File: config.mk
export PLATFORM = sky130hd
export DESIGN_NAME = pcsla_top
export DESIGN_NICKNAME = d
export VERILOG_FILES = /design/src/hdl/pcsla_pkg.sv /design/src/hdl/pcsla_lane.sv /design/src/hdl/pcsla_top.sv
export SDC_FILE = /design/constraint.sdc
export NUM_CORES = 2
export LEC_CHECK = 0
export BUFFER_PORTS_ARGS = -buffer_cell sky130_fd_sc_hd__buf_2
export CAP_MARGIN = 20
export CORE_MARGIN = 5
export CORE_UTILIZATION = 28
export CTS_CLUSTER_DIAMETER = 50
export DETAILED_ROUTE_END_ITERATION = 8
export GPL_ROUTABILITY_DRIVEN = 0
export MAX_ROUTING_LAYER = met4
export PLACE_DENSITY_LB_ADDON = 0.08
export SETUP_SLACK_MARGIN = 0.15
export SYNTH_ARGS = -nofsm -noshare
export SYNTH_HDL_FRONTEND = slang
export SYNTH_HIERARCHICAL = 1
export SYNTH_SLANG_ARGS = --single-unit
File: constraint.sdc
create_clock -name clk -period 1.9 [get_ports clk]
set_input_delay 0.38 -clock clk [delete_from_list [all_inputs] [get_ports clk]]
set_output_delay 0.38 -clock clk [all_outputs]
set_load 0.01 [all_outputs]
File: src/hdl/pcsla_pkg.sv
/*
 Constants for the PCS receive lane alignment status block: register map,
 field positions, reset values, lock and marker counts, scrambler taps.
 Assumes a 40 MHz clk; all lane data arrive synchronous to it.
*/
package pcsla_pkg;
    localparam int LANES = 4;
    localparam int ADDR_W = 12;
    localparam logic [11:0] ADDR_CTRL = 12'h000;
    localparam logic [11:0] ADDR_INTERVAL = 12'h004;
    localparam logic [11:0] ADDR_LB_SEL = 12'h008;
    localparam logic [11:0] ADDR_LANE_STAT = 12'h00C;
    localparam logic [11:0] ADDR_IRQ_STAT = 12'h010;
    localparam logic [11:0] ADDR_IRQ_CLR = 12'h014;
    localparam logic [11:0] ADDR_IRQ_EN = 12'h018;
    localparam int CTRL_TEST_PAT_BIT = 0;
    localparam int CTRL_REM_LOOP_BIT = 1;
    localparam int INTERVAL_W = 16;
    localparam logic [15:0] INTERVAL_RST = 16'h3FFF;
    localparam int LB_SEL_W = 12;
    localparam int LB_SEL_W_SINGLE50 = 6;
    localparam int LANE_STAT_SYNCED_LSB = 0;
    localparam int LANE_STAT_ERR_LSB = 4;
    localparam int IRQ_W = 20;
    localparam int IRQ_BIP_LSB = 0;
    localparam int IRQ_SPACING_LSB = 4;
    localparam int IRQ_REPEAT_LSB = 8;
    localparam int IRQ_FORMAT_LSB = 12;
    localparam int IRQ_LOSS_LSB = 16;
    localparam logic [6:0] LOCK_GOOD_CNT = 7'h40;
    localparam logic [6:0] WINDOW_CNT = 7'h40;
    localparam logic [6:0] WINDOW_BAD_LIMIT = 7'h10;
    localparam logic [2:0] REPEAT_LIMIT = 3'h4;
    localparam logic [1:0] HDR_DATA = 2'h1;
    localparam logic [1:0] HDR_CTRL = 2'h2;
    localparam logic [63:0] IDLE_BLOCK = 64'h0000_0000_0000_001E;
    localparam int SCR_W = 58;
    localparam int SCR_TAP_A = 57;
    localparam int SCR_TAP_B = 38;
    localparam logic [57:0] SCR_SEED = 58'h3FF_FFFF_FFFF_FFFF;
    // Arbitrary per-lane marker codes, lane 0 in the low bits
    localparam logic [LANES-1:0][23:0] MARKER_CODE =
        {24'h44_5566, 24'h33_4455, 24'h22_3344, 24'h11_2233};
    typedef enum logic {
        LOCK_HUNT = 1'b0,
        LOCK_HELD = 1'b1
    } pcsla_lock_type;
endpackage : pcsla_pkg

File: src/hdl/pcsla_lane.sv
/*
 One PCS lane receive checker: block lock, marker tracking, BIP8 check.
 Assumes 66-bit blocks arrive on clk with a one-cycle valid strobe.
*/
`timescale 1ns/1ps
`default_nettype none
module pcsla_lane (
    input wire logic clk,
    input wire logic nrst,
    input wire logic blk_valid,
    input wire logic [1:0] blk_hdr,
    input wire logic [63:0] blk_data,
    input wire logic [23:0] marker_code,
    input wire logic [pcsla_pkg::INTERVAL_W-1:0] marker_interval_minus_one,
    output logic synced_ff,
    output logic sync_err_ff,
    output logic bip_err_ff,
    output logic spacing_err_ff,
    output logic repeat_err_ff,
    output logic format_err_ff,
    output logic loss_ff
);
    import pcsla_pkg::*;
    pcsla_lock_type state_ff;
    logic [6:0] good_cnt_ff, win_cnt_ff, bad_cnt_ff;
    logic [INTERVAL_W-1:0] gap_ff;
    logic [2:0] run_ff;
    logic [7:0] acc_ff, word_bip;
    logic seen_ff, lost_ff;
    logic hdr_ok, is_code, is_good, mk_act, loss_now, spacing_now, format_now, err_now;

    assign hdr_ok = (blk_hdr == HDR_DATA) || (blk_hdr == HDR_CTRL);
    assign is_code = (blk_hdr == HDR_CTRL) && (blk_data[23:0] == marker_code);
    assign is_good = is_code && (blk_data[55:32] == ~blk_data[23:0]);
    assign mk_act = blk_valid && (state_ff == LOCK_HELD);
    assign loss_now = mk_act && !hdr_ok && (bad_cnt_ff == WINDOW_BAD_LIMIT - 7'h1);
    assign spacing_now = mk_act && seen_ff && ((is_code && gap_ff != marker_interval_minus_one) ||
        (!is_code && gap_ff == marker_interval_minus_one));
    assign format_now = mk_act && is_code && !is_good;
    assign err_now = spacing_now || format_now;

    always_comb begin
        word_bip = 8'h00;
        for (int b = 0; b < 8; b++) begin
            word_bip = word_bip ^ blk_data[8*b +: 8];
        end
    end

    // Lock hunts on consecutive good headers, drops on too many bad in a window
    always_ff @(posedge clk or negedge nrst) begin
        if (!nrst) begin
            state_ff <= LOCK_HUNT;
            good_cnt_ff <= 7'h00;
            win_cnt_ff <= 7'h00;
            bad_cnt_ff <= 7'h00;
        end else if (blk_valid) begin
            case (state_ff)
                LOCK_HUNT: begin
                    if (!hdr_ok) begin
                        good_cnt_ff <= 7'h00;
                    end else if (good_cnt_ff == LOCK_GOOD_CNT - 7'h1) begin
                        state_ff <= LOCK_HELD;
                        good_cnt_ff <= 7'h00;
                    end else begin
                        good_cnt_ff <= good_cnt_ff + 7'h1;
                    end
                end
                LOCK_HELD: begin
                    if (loss_now) begin
                        state_ff <= LOCK_HUNT;
                        win_cnt_ff <= 7'h00;
                        bad_cnt_ff <= 7'h00;
                    end else if (win_cnt_ff == WINDOW_CNT - 7'h1) begin
                        win_cnt_ff <= 7'h00;
                        bad_cnt_ff <= 7'h00;
                    end else begin
                        win_cnt_ff <= win_cnt_ff + 7'h1;
                        bad_cnt_ff <= bad_cnt_ff + {6'h00, !hdr_ok};
                    end
                end
                default: state_ff <= LOCK_HUNT;
            endcase
        end
    end

    always_ff @(posedge clk or negedge nrst) begin
        if (!nrst) begin
            seen_ff <= 1'b0;
            gap_ff <= '0;
            acc_ff <= 8'h00;
        end else if (state_ff != LOCK_HELD) begin
            seen_ff <= 1'b0;
            gap_ff <= '0;
            acc_ff <= 8'h00;
        end else if (mk_act) begin
            seen_ff <= seen_ff || is_good;
            // A missing marker restarts the spacing count at the slot it was due
            gap_ff <= (is_code || gap_ff == marker_interval_minus_one) ? '0 :
                gap_ff + {{(INTERVAL_W-1){1'b0}}, 1'b1};
            acc_ff <= is_code ? 8'h00 : (acc_ff ^ word_bip);
        end
    end

    always_ff @(posedge clk or negedge nrst) begin
        if (!nrst) begin
            run_ff <= 3'h0;
        end else if (err_now) begin
            run_ff <= (run_ff == REPEAT_LIMIT - 3'h1) ? 3'h0 : run_ff + 3'h1;
        end else if (mk_act && is_good) begin
            run_ff <= 3'h0;
        end
    end

    // Loss is remembered until the lane is synced again; a new loss wins
    always_ff @(posedge clk or negedge nrst) begin
        if (!nrst) begin
            lost_ff <= 1'b0;
        end else if (loss_now) begin
            lost_ff <= 1'b1;
        end else if (state_ff == LOCK_HELD && seen_ff) begin
            lost_ff <= 1'b0;
        end
    end

    always_ff @(posedge clk or negedge nrst) begin
        if (!nrst) begin
            synced_ff <= 1'b0;
            sync_err_ff <= 1'b0;
            bip_err_ff <= 1'b0;
            spacing_err_ff <= 1'b0;
            repeat_err_ff <= 1'b0;
            format_err_ff <= 1'b0;
            loss_ff <= 1'b0;
        end else begin
            synced_ff <= (state_ff == LOCK_HELD) && seen_ff;
            sync_err_ff <= lost_ff || ((state_ff == LOCK_HELD) && !seen_ff);
            bip_err_ff <= mk_act && is_good && seen_ff && (blk_data[31:24] != acc_ff);
            spacing_err_ff <= spacing_now;
            repeat_err_ff <= err_now && (run_ff == REPEAT_LIMIT - 3'h1);
            format_err_ff <= format_now;
            loss_ff <= loss_now;
        end
    end
endmodule : pcsla_lane
`default_nettype wire

File: src/hdl/pcsla_top.sv
/*
 PCS receive lane alignment status block with APB registers, interrupt,
 transmit test pattern and remote loopback.
 Assumes receive blocks, transmit blocks and APB all run on clk; the
 reconfiguration clock is provided free-running by the system.
*/
// Decided for this implementation: register access over APB and the address map.
`timescale 1ns/1ps
`default_nettype none
module pcsla_top #(
    parameter bit SINGLE_50G = 1'b0
) (
    input wire logic clk,
    input wire logic nrst,
    input wire logic psel,
    input wire logic penable,
    input wire logic pwrite,
    input wire logic [pcsla_pkg::ADDR_W-1:0] paddr,
    input wire logic [31:0] pwdata,
    output logic pready,
    output logic pslverr,
    output logic [31:0] prdata_ff,
    input wire logic [pcsla_pkg::LANES-1:0] rx_valid,
    input wire logic [2*pcsla_pkg::LANES-1:0] rx_hdr,
    input wire logic [64*pcsla_pkg::LANES-1:0] rx_data,
    input wire logic [pcsla_pkg::LANES-1:0] tx_in_valid,
    input wire logic [2*pcsla_pkg::LANES-1:0] tx_in_hdr,
    input wire logic [64*pcsla_pkg::LANES-1:0] tx_in_data,
    output logic [pcsla_pkg::LANES-1:0] tx_valid_ff,
    output logic [2*pcsla_pkg::LANES-1:0] tx_hdr_ff,
    output logic [64*pcsla_pkg::LANES-1:0] tx_data_ff,
    output logic [pcsla_pkg::LANES-1:0] synced,
    output logic [pcsla_pkg::LANES-1:0] sync_error,
    output logic [pcsla_pkg::LANES-1:0] bip_error,
    output logic [pcsla_pkg::LANES-1:0] marker_spacing_error,
    output logic [pcsla_pkg::LANES-1:0] marker_repeat_error,
    output logic [pcsla_pkg::LANES-1:0] marker_format_error,
    output logic [pcsla_pkg::LB_SEL_W-1:0] transceiver_loopback_select,
    output logic irq
);
    import pcsla_pkg::*;
    logic test_pat_ff, rem_loop_ff;
    logic [INTERVAL_W-1:0] marker_interval_minus_one;
    logic [LB_SEL_W-1:0] lb_sel_ff, lb_mask;
    logic [IRQ_W-1:0] irq_stat_ff, irq_en_ff, irq_clr, irq_ev;
    logic [LANES-1:0] loss;
    logic [31:0] nxt_rdata;
    logic addr_hit, wr_en, rd_setup;
    logic [SCR_W-1:0] scr_ff [LANES];
    logic [SCR_W+63:0] scr_res [LANES];

    function automatic logic [SCR_W+63:0] scramble_word(
        input logic [63:0] d,
        input logic [SCR_W-1:0] s
    );
        logic [SCR_W-1:0] st;
        logic [63:0] q;
        st = s;
        q = 64'h0000_0000_0000_0000;
        for (int i = 0; i < 64; i++) begin
            q[i] = d[i] ^ st[SCR_TAP_A] ^ st[SCR_TAP_B];
            st = {st[SCR_W-2:0], q[i]};
        end
        return {st, q};
    endfunction : scramble_word

    // Receive status, one checker per lane
    for (genvar l = 0; l < LANES; l++) begin : g_lane
        pcsla_lane u_lane (
            .clk(clk),
            .nrst(nrst),
            .blk_valid(rx_valid[l]),
            .blk_hdr(rx_hdr[2*l +: 2]),
            .blk_data(rx_data[64*l +: 64]),
            .marker_code(MARKER_CODE[l]),
            .marker_interval_minus_one(marker_interval_minus_one),
            .synced_ff(synced[l]),
            .sync_err_ff(sync_error[l]),
            .bip_err_ff(bip_error[l]),
            .spacing_err_ff(marker_spacing_error[l]),
            .repeat_err_ff(marker_repeat_error[l]),
            .format_err_ff(marker_format_error[l]),
            .loss_ff(loss[l])
        );
        assign scr_res[l] = scramble_word(IDLE_BLOCK, scr_ff[l]);
    end

    // APB slave: zero wait states, unmapped offsets answer with an error
    assign pready = 1'b1;
    always_comb begin
        addr_hit = 1'b1;
        nxt_rdata = 32'h0000_0000;
        case (paddr)
            ADDR_CTRL: begin
                nxt_rdata[CTRL_TEST_PAT_BIT] = test_pat_ff;
                nxt_rdata[CTRL_REM_LOOP_BIT] = rem_loop_ff;
            end
            ADDR_INTERVAL: nxt_rdata[INTERVAL_W-1:0] = marker_interval_minus_one;
            ADDR_LB_SEL: nxt_rdata[LB_SEL_W-1:0] = transceiver_loopback_select;
            ADDR_LANE_STAT: begin
                nxt_rdata[LANE_STAT_SYNCED_LSB +: LANES] = synced;
                nxt_rdata[LANE_STAT_ERR_LSB +: LANES] = sync_error;
            end
            ADDR_IRQ_STAT: nxt_rdata[IRQ_W-1:0] = irq_stat_ff;
            ADDR_IRQ_CLR: nxt_rdata = 32'h0000_0000;
            ADDR_IRQ_EN: nxt_rdata[IRQ_W-1:0] = irq_en_ff;
            default: addr_hit = 1'b0;
        endcase
    end
    assign pslverr = psel && penable && !addr_hit;
    assign wr_en = psel && penable && pwrite && addr_hit;
    assign rd_setup = psel && !penable && !pwrite;
    assign irq_clr = (wr_en && paddr == ADDR_IRQ_CLR) ? pwdata[IRQ_W-1:0] : '0;

    // Read data is captured in the setup phase so it is stable in the access phase
    always_ff @(posedge clk or negedge nrst) begin
        if (!nrst) begin
            prdata_ff <= 32'h0000_0000;
        end else if (rd_setup) begin
            prdata_ff <= nxt_rdata;
        end
    end

    always_ff @(posedge clk or negedge nrst) begin
        if (!nrst) begin
            test_pat_ff <= 1'b0;
            rem_loop_ff <= 1'b0;
            marker_interval_minus_one <= INTERVAL_RST;
            lb_sel_ff <= '0;
            irq_en_ff <= '0;
        end else if (wr_en) begin
            case (paddr)
                ADDR_CTRL: begin
                    test_pat_ff <= pwdata[CTRL_TEST_PAT_BIT];
                    rem_loop_ff <= pwdata[CTRL_REM_LOOP_BIT];
                end
                ADDR_INTERVAL: marker_interval_minus_one <= pwdata[INTERVAL_W-1:0];
                ADDR_LB_SEL: lb_sel_ff <= pwdata[LB_SEL_W-1:0];
                ADDR_IRQ_EN: irq_en_ff <= pwdata[IRQ_W-1:0];
                default: test_pat_ff <= test_pat_ff;
            endcase
        end
    end

    // A single 50G core drives only the low six select bits
    assign lb_mask = SINGLE_50G ? {{(LB_SEL_W-LB_SEL_W_SINGLE50){1'b0}},
        {LB_SEL_W_SINGLE50{1'b1}}} : {LB_SEL_W{1'b1}};
    assign transceiver_loopback_select = lb_sel_ff & lb_mask;

    // Interrupt: sticky events, write-one-to-clear, a new event beats its clear
    assign irq_ev = {loss, marker_format_error, marker_repeat_error,
        marker_spacing_error, bip_error};
    always_ff @(posedge clk or negedge nrst) begin
        if (!nrst) begin
            irq_stat_ff <= '0;
        end else begin
            irq_stat_ff <= (irq_stat_ff & ~irq_clr) | irq_ev;
        end
    end
    assign irq = |(irq_stat_ff & irq_en_ff);

    // Transmit path is a group of its own, fed only from tx inputs, looped rx or the scrambled test pattern
    always_ff @(posedge clk or negedge nrst) begin
        if (!nrst) begin
            tx_valid_ff <= '0;
            tx_hdr_ff <= '0;
            tx_data_ff <= '0;
            for (int l = 0; l < LANES; l++) begin
                scr_ff[l] <= SCR_SEED;
            end
        end else if (test_pat_ff) begin
            // Test pattern has priority over remote loopback
            for (int l = 0; l < LANES; l++) begin
                tx_valid_ff[l] <= 1'b1;
                tx_hdr_ff[2*l +: 2] <= HDR_CTRL;
                tx_data_ff[64*l +: 64] <= scr_res[l][63:0];
                scr_ff[l] <= scr_res[l][SCR_W+63:64];
            end
        end else if (rem_loop_ff) begin
            tx_valid_ff <= rx_valid;
            tx_hdr_ff <= rx_hdr;
            tx_data_ff <= rx_data;
        end else begin
            tx_valid_ff <= tx_in_valid;
            tx_hdr_ff <= tx_in_hdr;
            tx_data_ff <= tx_in_data;
        end
    end
endmodule : pcsla_top
`default_nettype wire

==> impl_metrics.toml <==
[timing]
worstMarginPinSlew_ps = 1050
hold_violations = 0
final.period_utilization_pct = 135
slew-limit-headroom_pct = 29.3
finalSetupViolations = 86
fin_skew_ps = 30.2
worst_slack_ps = -672
holdWs_ps = 11.4
rsz0062_at_grt = "yes"
maxSlewViolCount = 0
fmax_ghz = 0.389
finalCriticalPeriod_ps = 2570

[floorplan]
dieHeight_um = 399
core-area_um2 = 151000
rows = 143
die_x_um = 399
dieArea_um2 = 160000
num_io_pins = 924
initial_core_util_pct = 28.1

[drt]
wl_per_cell_um = 25.8
drtIter0Drc = 2205
viasPerCell = 4.73
drt-total-wl_um = 211000
drc = 0
antenna_left = 0
firstDrtPassIters = 6
num_vias = 38800

[clocking]
clkSinkCount = 822
insertion_delay_ps = 770
cts_tree = "done"
clockRootBuffer = "clkbuf_16"
path_clk_slew_ps = 50
ctsLongestPathBuffers = 3
cts_buffers = 140
htree_num_levels = 4

[setup_path]
critPathMaxStageDelay_ps = 390
worstPathMaxFanout = 2
reg2reg_depth = 9
critPathTopFamily = "compound AO/OA/AOI/OAI gates"
worst-path-buf-inv = 2
crit_cells = 6
cp_slowest_cell = "dfrtp_1"
required_ps = 1520
crit_path_start_kind = "flop"
cp.arrival_ps = 2190
crit_chain = "a22o_1 -> a221oi_2 -> buf_4 -> and3_4 -> nand4_1 -> buf_2"
path_class = "reg2out"
endpoint_kind = "output pin"

[synth]
synth_compound_area_share_pct = 13.9
synth_warnings = 6
yosysSeqAreaShare_pct = 49.2
synth.distinct_cells = 76
synth_seq_cells = 822
synth_edf_count = 0
synth_cells = 4007
syn-cell-area_um2 = 42500
synthMuxAreaShare_pct = 8.07
synthAdderAreaFrac_pct = 0.943
synth_top_family_by_area = "XOR/XNOR gates"
syn_avg_cell_area_um2 = 10.6
yosys.area_share.simple_pct = 10.6
async_flop_share_pct = 100
synth-xor-area-share_pct = 14.2
synth_flop_cell = "dfrtp_1"

[cells_and_area]
area_delta_synth_final_pct = 56.9
fin_nets = 6652
drive_gt1_share_pct = 42.3
num-fill-cells = 14800

[hold_path]
hold_depth = 3
min_path_type = "in2reg"

[grt]
grt_pass1_vias = 39500
grtUsageTotal_pct = 26.0
grt_max_degree = 81
gr-total-overflow = 0
grt_first_pass_wirelength_um = 290000
antenna_found_initial = 34

[place]
dp.final_hpwl_um = 167000
preCtsSetupSlack_ps = -1310
port_buffers = 898

[pwr]
ir_drop_mv = 0.620
p_per_area_nw_per_um2 = 779
p_leak_uw = 0.0298
p_total_uw = 51900

[run_status]
failed_checks = "setup timing"
status = "complete, but fails checks"

[job]
cap_violations = 0
[cells in the mapped netlist, types with 35 or more instances]
master,count,area share [%]
dfrtp_1,576,34
nor2_1,89,0.79
or2_2,59,0.87
nand3_1,54,0.64
inv_1,104,0.92
and3_1,51,0.75
nand4_1,54,0.80
mux2i_1,270,6.4
nand2_1,392,3.5
nor4_1,45,0.66
dfstp_2,246,15
xnor2_1,447,9.2
xor2_1,241,5.0
a21oi_1,39,0.46
mux2_2,51,1.4
o21a_1,170,3.0
o21ai_0,390,4.6
a21o_1,35,0.62
clkbuf_1,153,1.4
a21boi_0,156,2.8
[logic make-up (layout without fill, tap and decap cells)]
kind of cell,Yosys count,count (layout)
flip-flops,822,822
multiplexers,331,331
buffers and inverters,311,2340
AO/OA/AOI/OAI,920,920
XOR/XNOR,689,689
adder cells (fa/ha/maj),32,32
other,2,128
AND/OR/NAND/NOR,900,909
[layout make-up]
type                       instances  area [um^2]  share of cell area [%]
clock buffer                     190         4110                    6.17
multi-input combinational       2990        22700                    34.1
inverter                         106          463                   0.695
sequential                       822        20900                    31.4
antenna                           19         47.5                  0.0714
timing repair buffer            1975        15000                    22.6
tap                             2030         2540                    3.81
clock inverter                    69          810                    1.22
[worst reg2reg max path, cell delays in order, from the launching register on]
cell and delay (ps):
dfstp_2 630, buf_12 140, xor2_1 50, nor4_1 270, nand4_1 180, buf_4 200, ha_4 270, nand3_4 80
o211a_1 130, a211o_1 220
[report_power, final]
part           total, uW  switching (uW)  internal, uW
clock network      26700            9710         17000
logic               6710            3550          3160
registers          18500             340         18100
total              51900           13600         38300
[worst paths after layout]
check                      slack [ps]                         start                            to
setup / recovery                 -670               irq_stat_ff[16]                           irq
hold / removal                     10                  rx_data[221]               tx_data_ff[221]
setup reg to reg                 -410  marker_interval_minus_one[6]    g_lane[1].u_lane/run_ff[0]
hold reg to reg                   460      g_lane[1].u_lane/lost_ff  g_lane[1].u_lane/sync_err_ff
max in group asynchronous         920                          nrst                   scr_ff[173]
min in group asynchronous          90                          nrst               tx_data_ff[210]
[stage by stage]
stage / cells / TNS [ps] / utilization (%) / area, um^2
floorplan: 4114 / -16270 / - / 43600
global placement: 7461 / -125140 / 36.3 / 55000
CTS: 8110 / -22970 / 42.6 / 64400
detailed placement: 7461 / -126140 / 36.3 / 55000
global route: 8198 / -30290 / 44.0 / 66600
finish: 8201 / -23820 / 44.0 / 66600
[cell usage in the layout (no fill, tap or decap), types with 26 or more instances in the layout]
cell           netlist  final
a21boi_0           156    103
a21boi_1             0     42
a21o_1              35     35
a21oi_1             39     31
and3_1              51     43
buf_12               0     58
buf_2                7    860
buf_4               30    605
buf_6                2     93
clkbuf_16            0    162
conb_1               2    109
dfrtp_1            576    547
dfrtp_2              0     27
dfstp_2            246    246
dlygate4sd3_1        0    328
inv_1              104     95
mux2_2              51     35
mux2_4              10     26
mux2i_1            270    230
nand2_1            392    360
nand2_2              1     27
nand3_1             54     46
nand4_1             54     54
nor2_1              89     67
nor2b_1             32     27
o21a_1             170    169
o21ai_0            390    248
o21ai_1              8    112
o21ai_2              2     37
or2_2               59     58
xnor2_1            447    420
xor2_1             241    235
[per-layer routing]
metal  up-vias  GRT usage, %  routed length (um)
met3       309          4.52               12000
met2      1192          40.2               96600
met5         -             -                   0
met1     19300          35.6               97100
li1      17900             -                   -
met4         0          6.52                5580
[flip-flops by register name, indices dropped and copies added, names as in the netlist, 16 cells and up]
register                   cells
irq_en_ff                     20
scr_ff                       232
prdata_ff                     20
g_lane.u_lane/win_cnt_ff      28
g_lane.u_lane/gap_ff          64
g_lane.u_lane/acc_ff          32
tx_data_ff                   256
irq_stat_ff                   20
marker_interval_minus_one     16
g_lane.u_lane/good_cnt_ff     28
g_lane.u_lane/bad_cnt_ff      28
[repair_timing]
item,in CTS,in global routing
hold buffers,327,6
buffers inserted,55,58
endpoints found under the setup margin,175,209
resized for setup,191,357
cloned,8,11
pin swaps,53,91
hold endpoints to repair,616,5
Power figures use the tool's default switching activity.
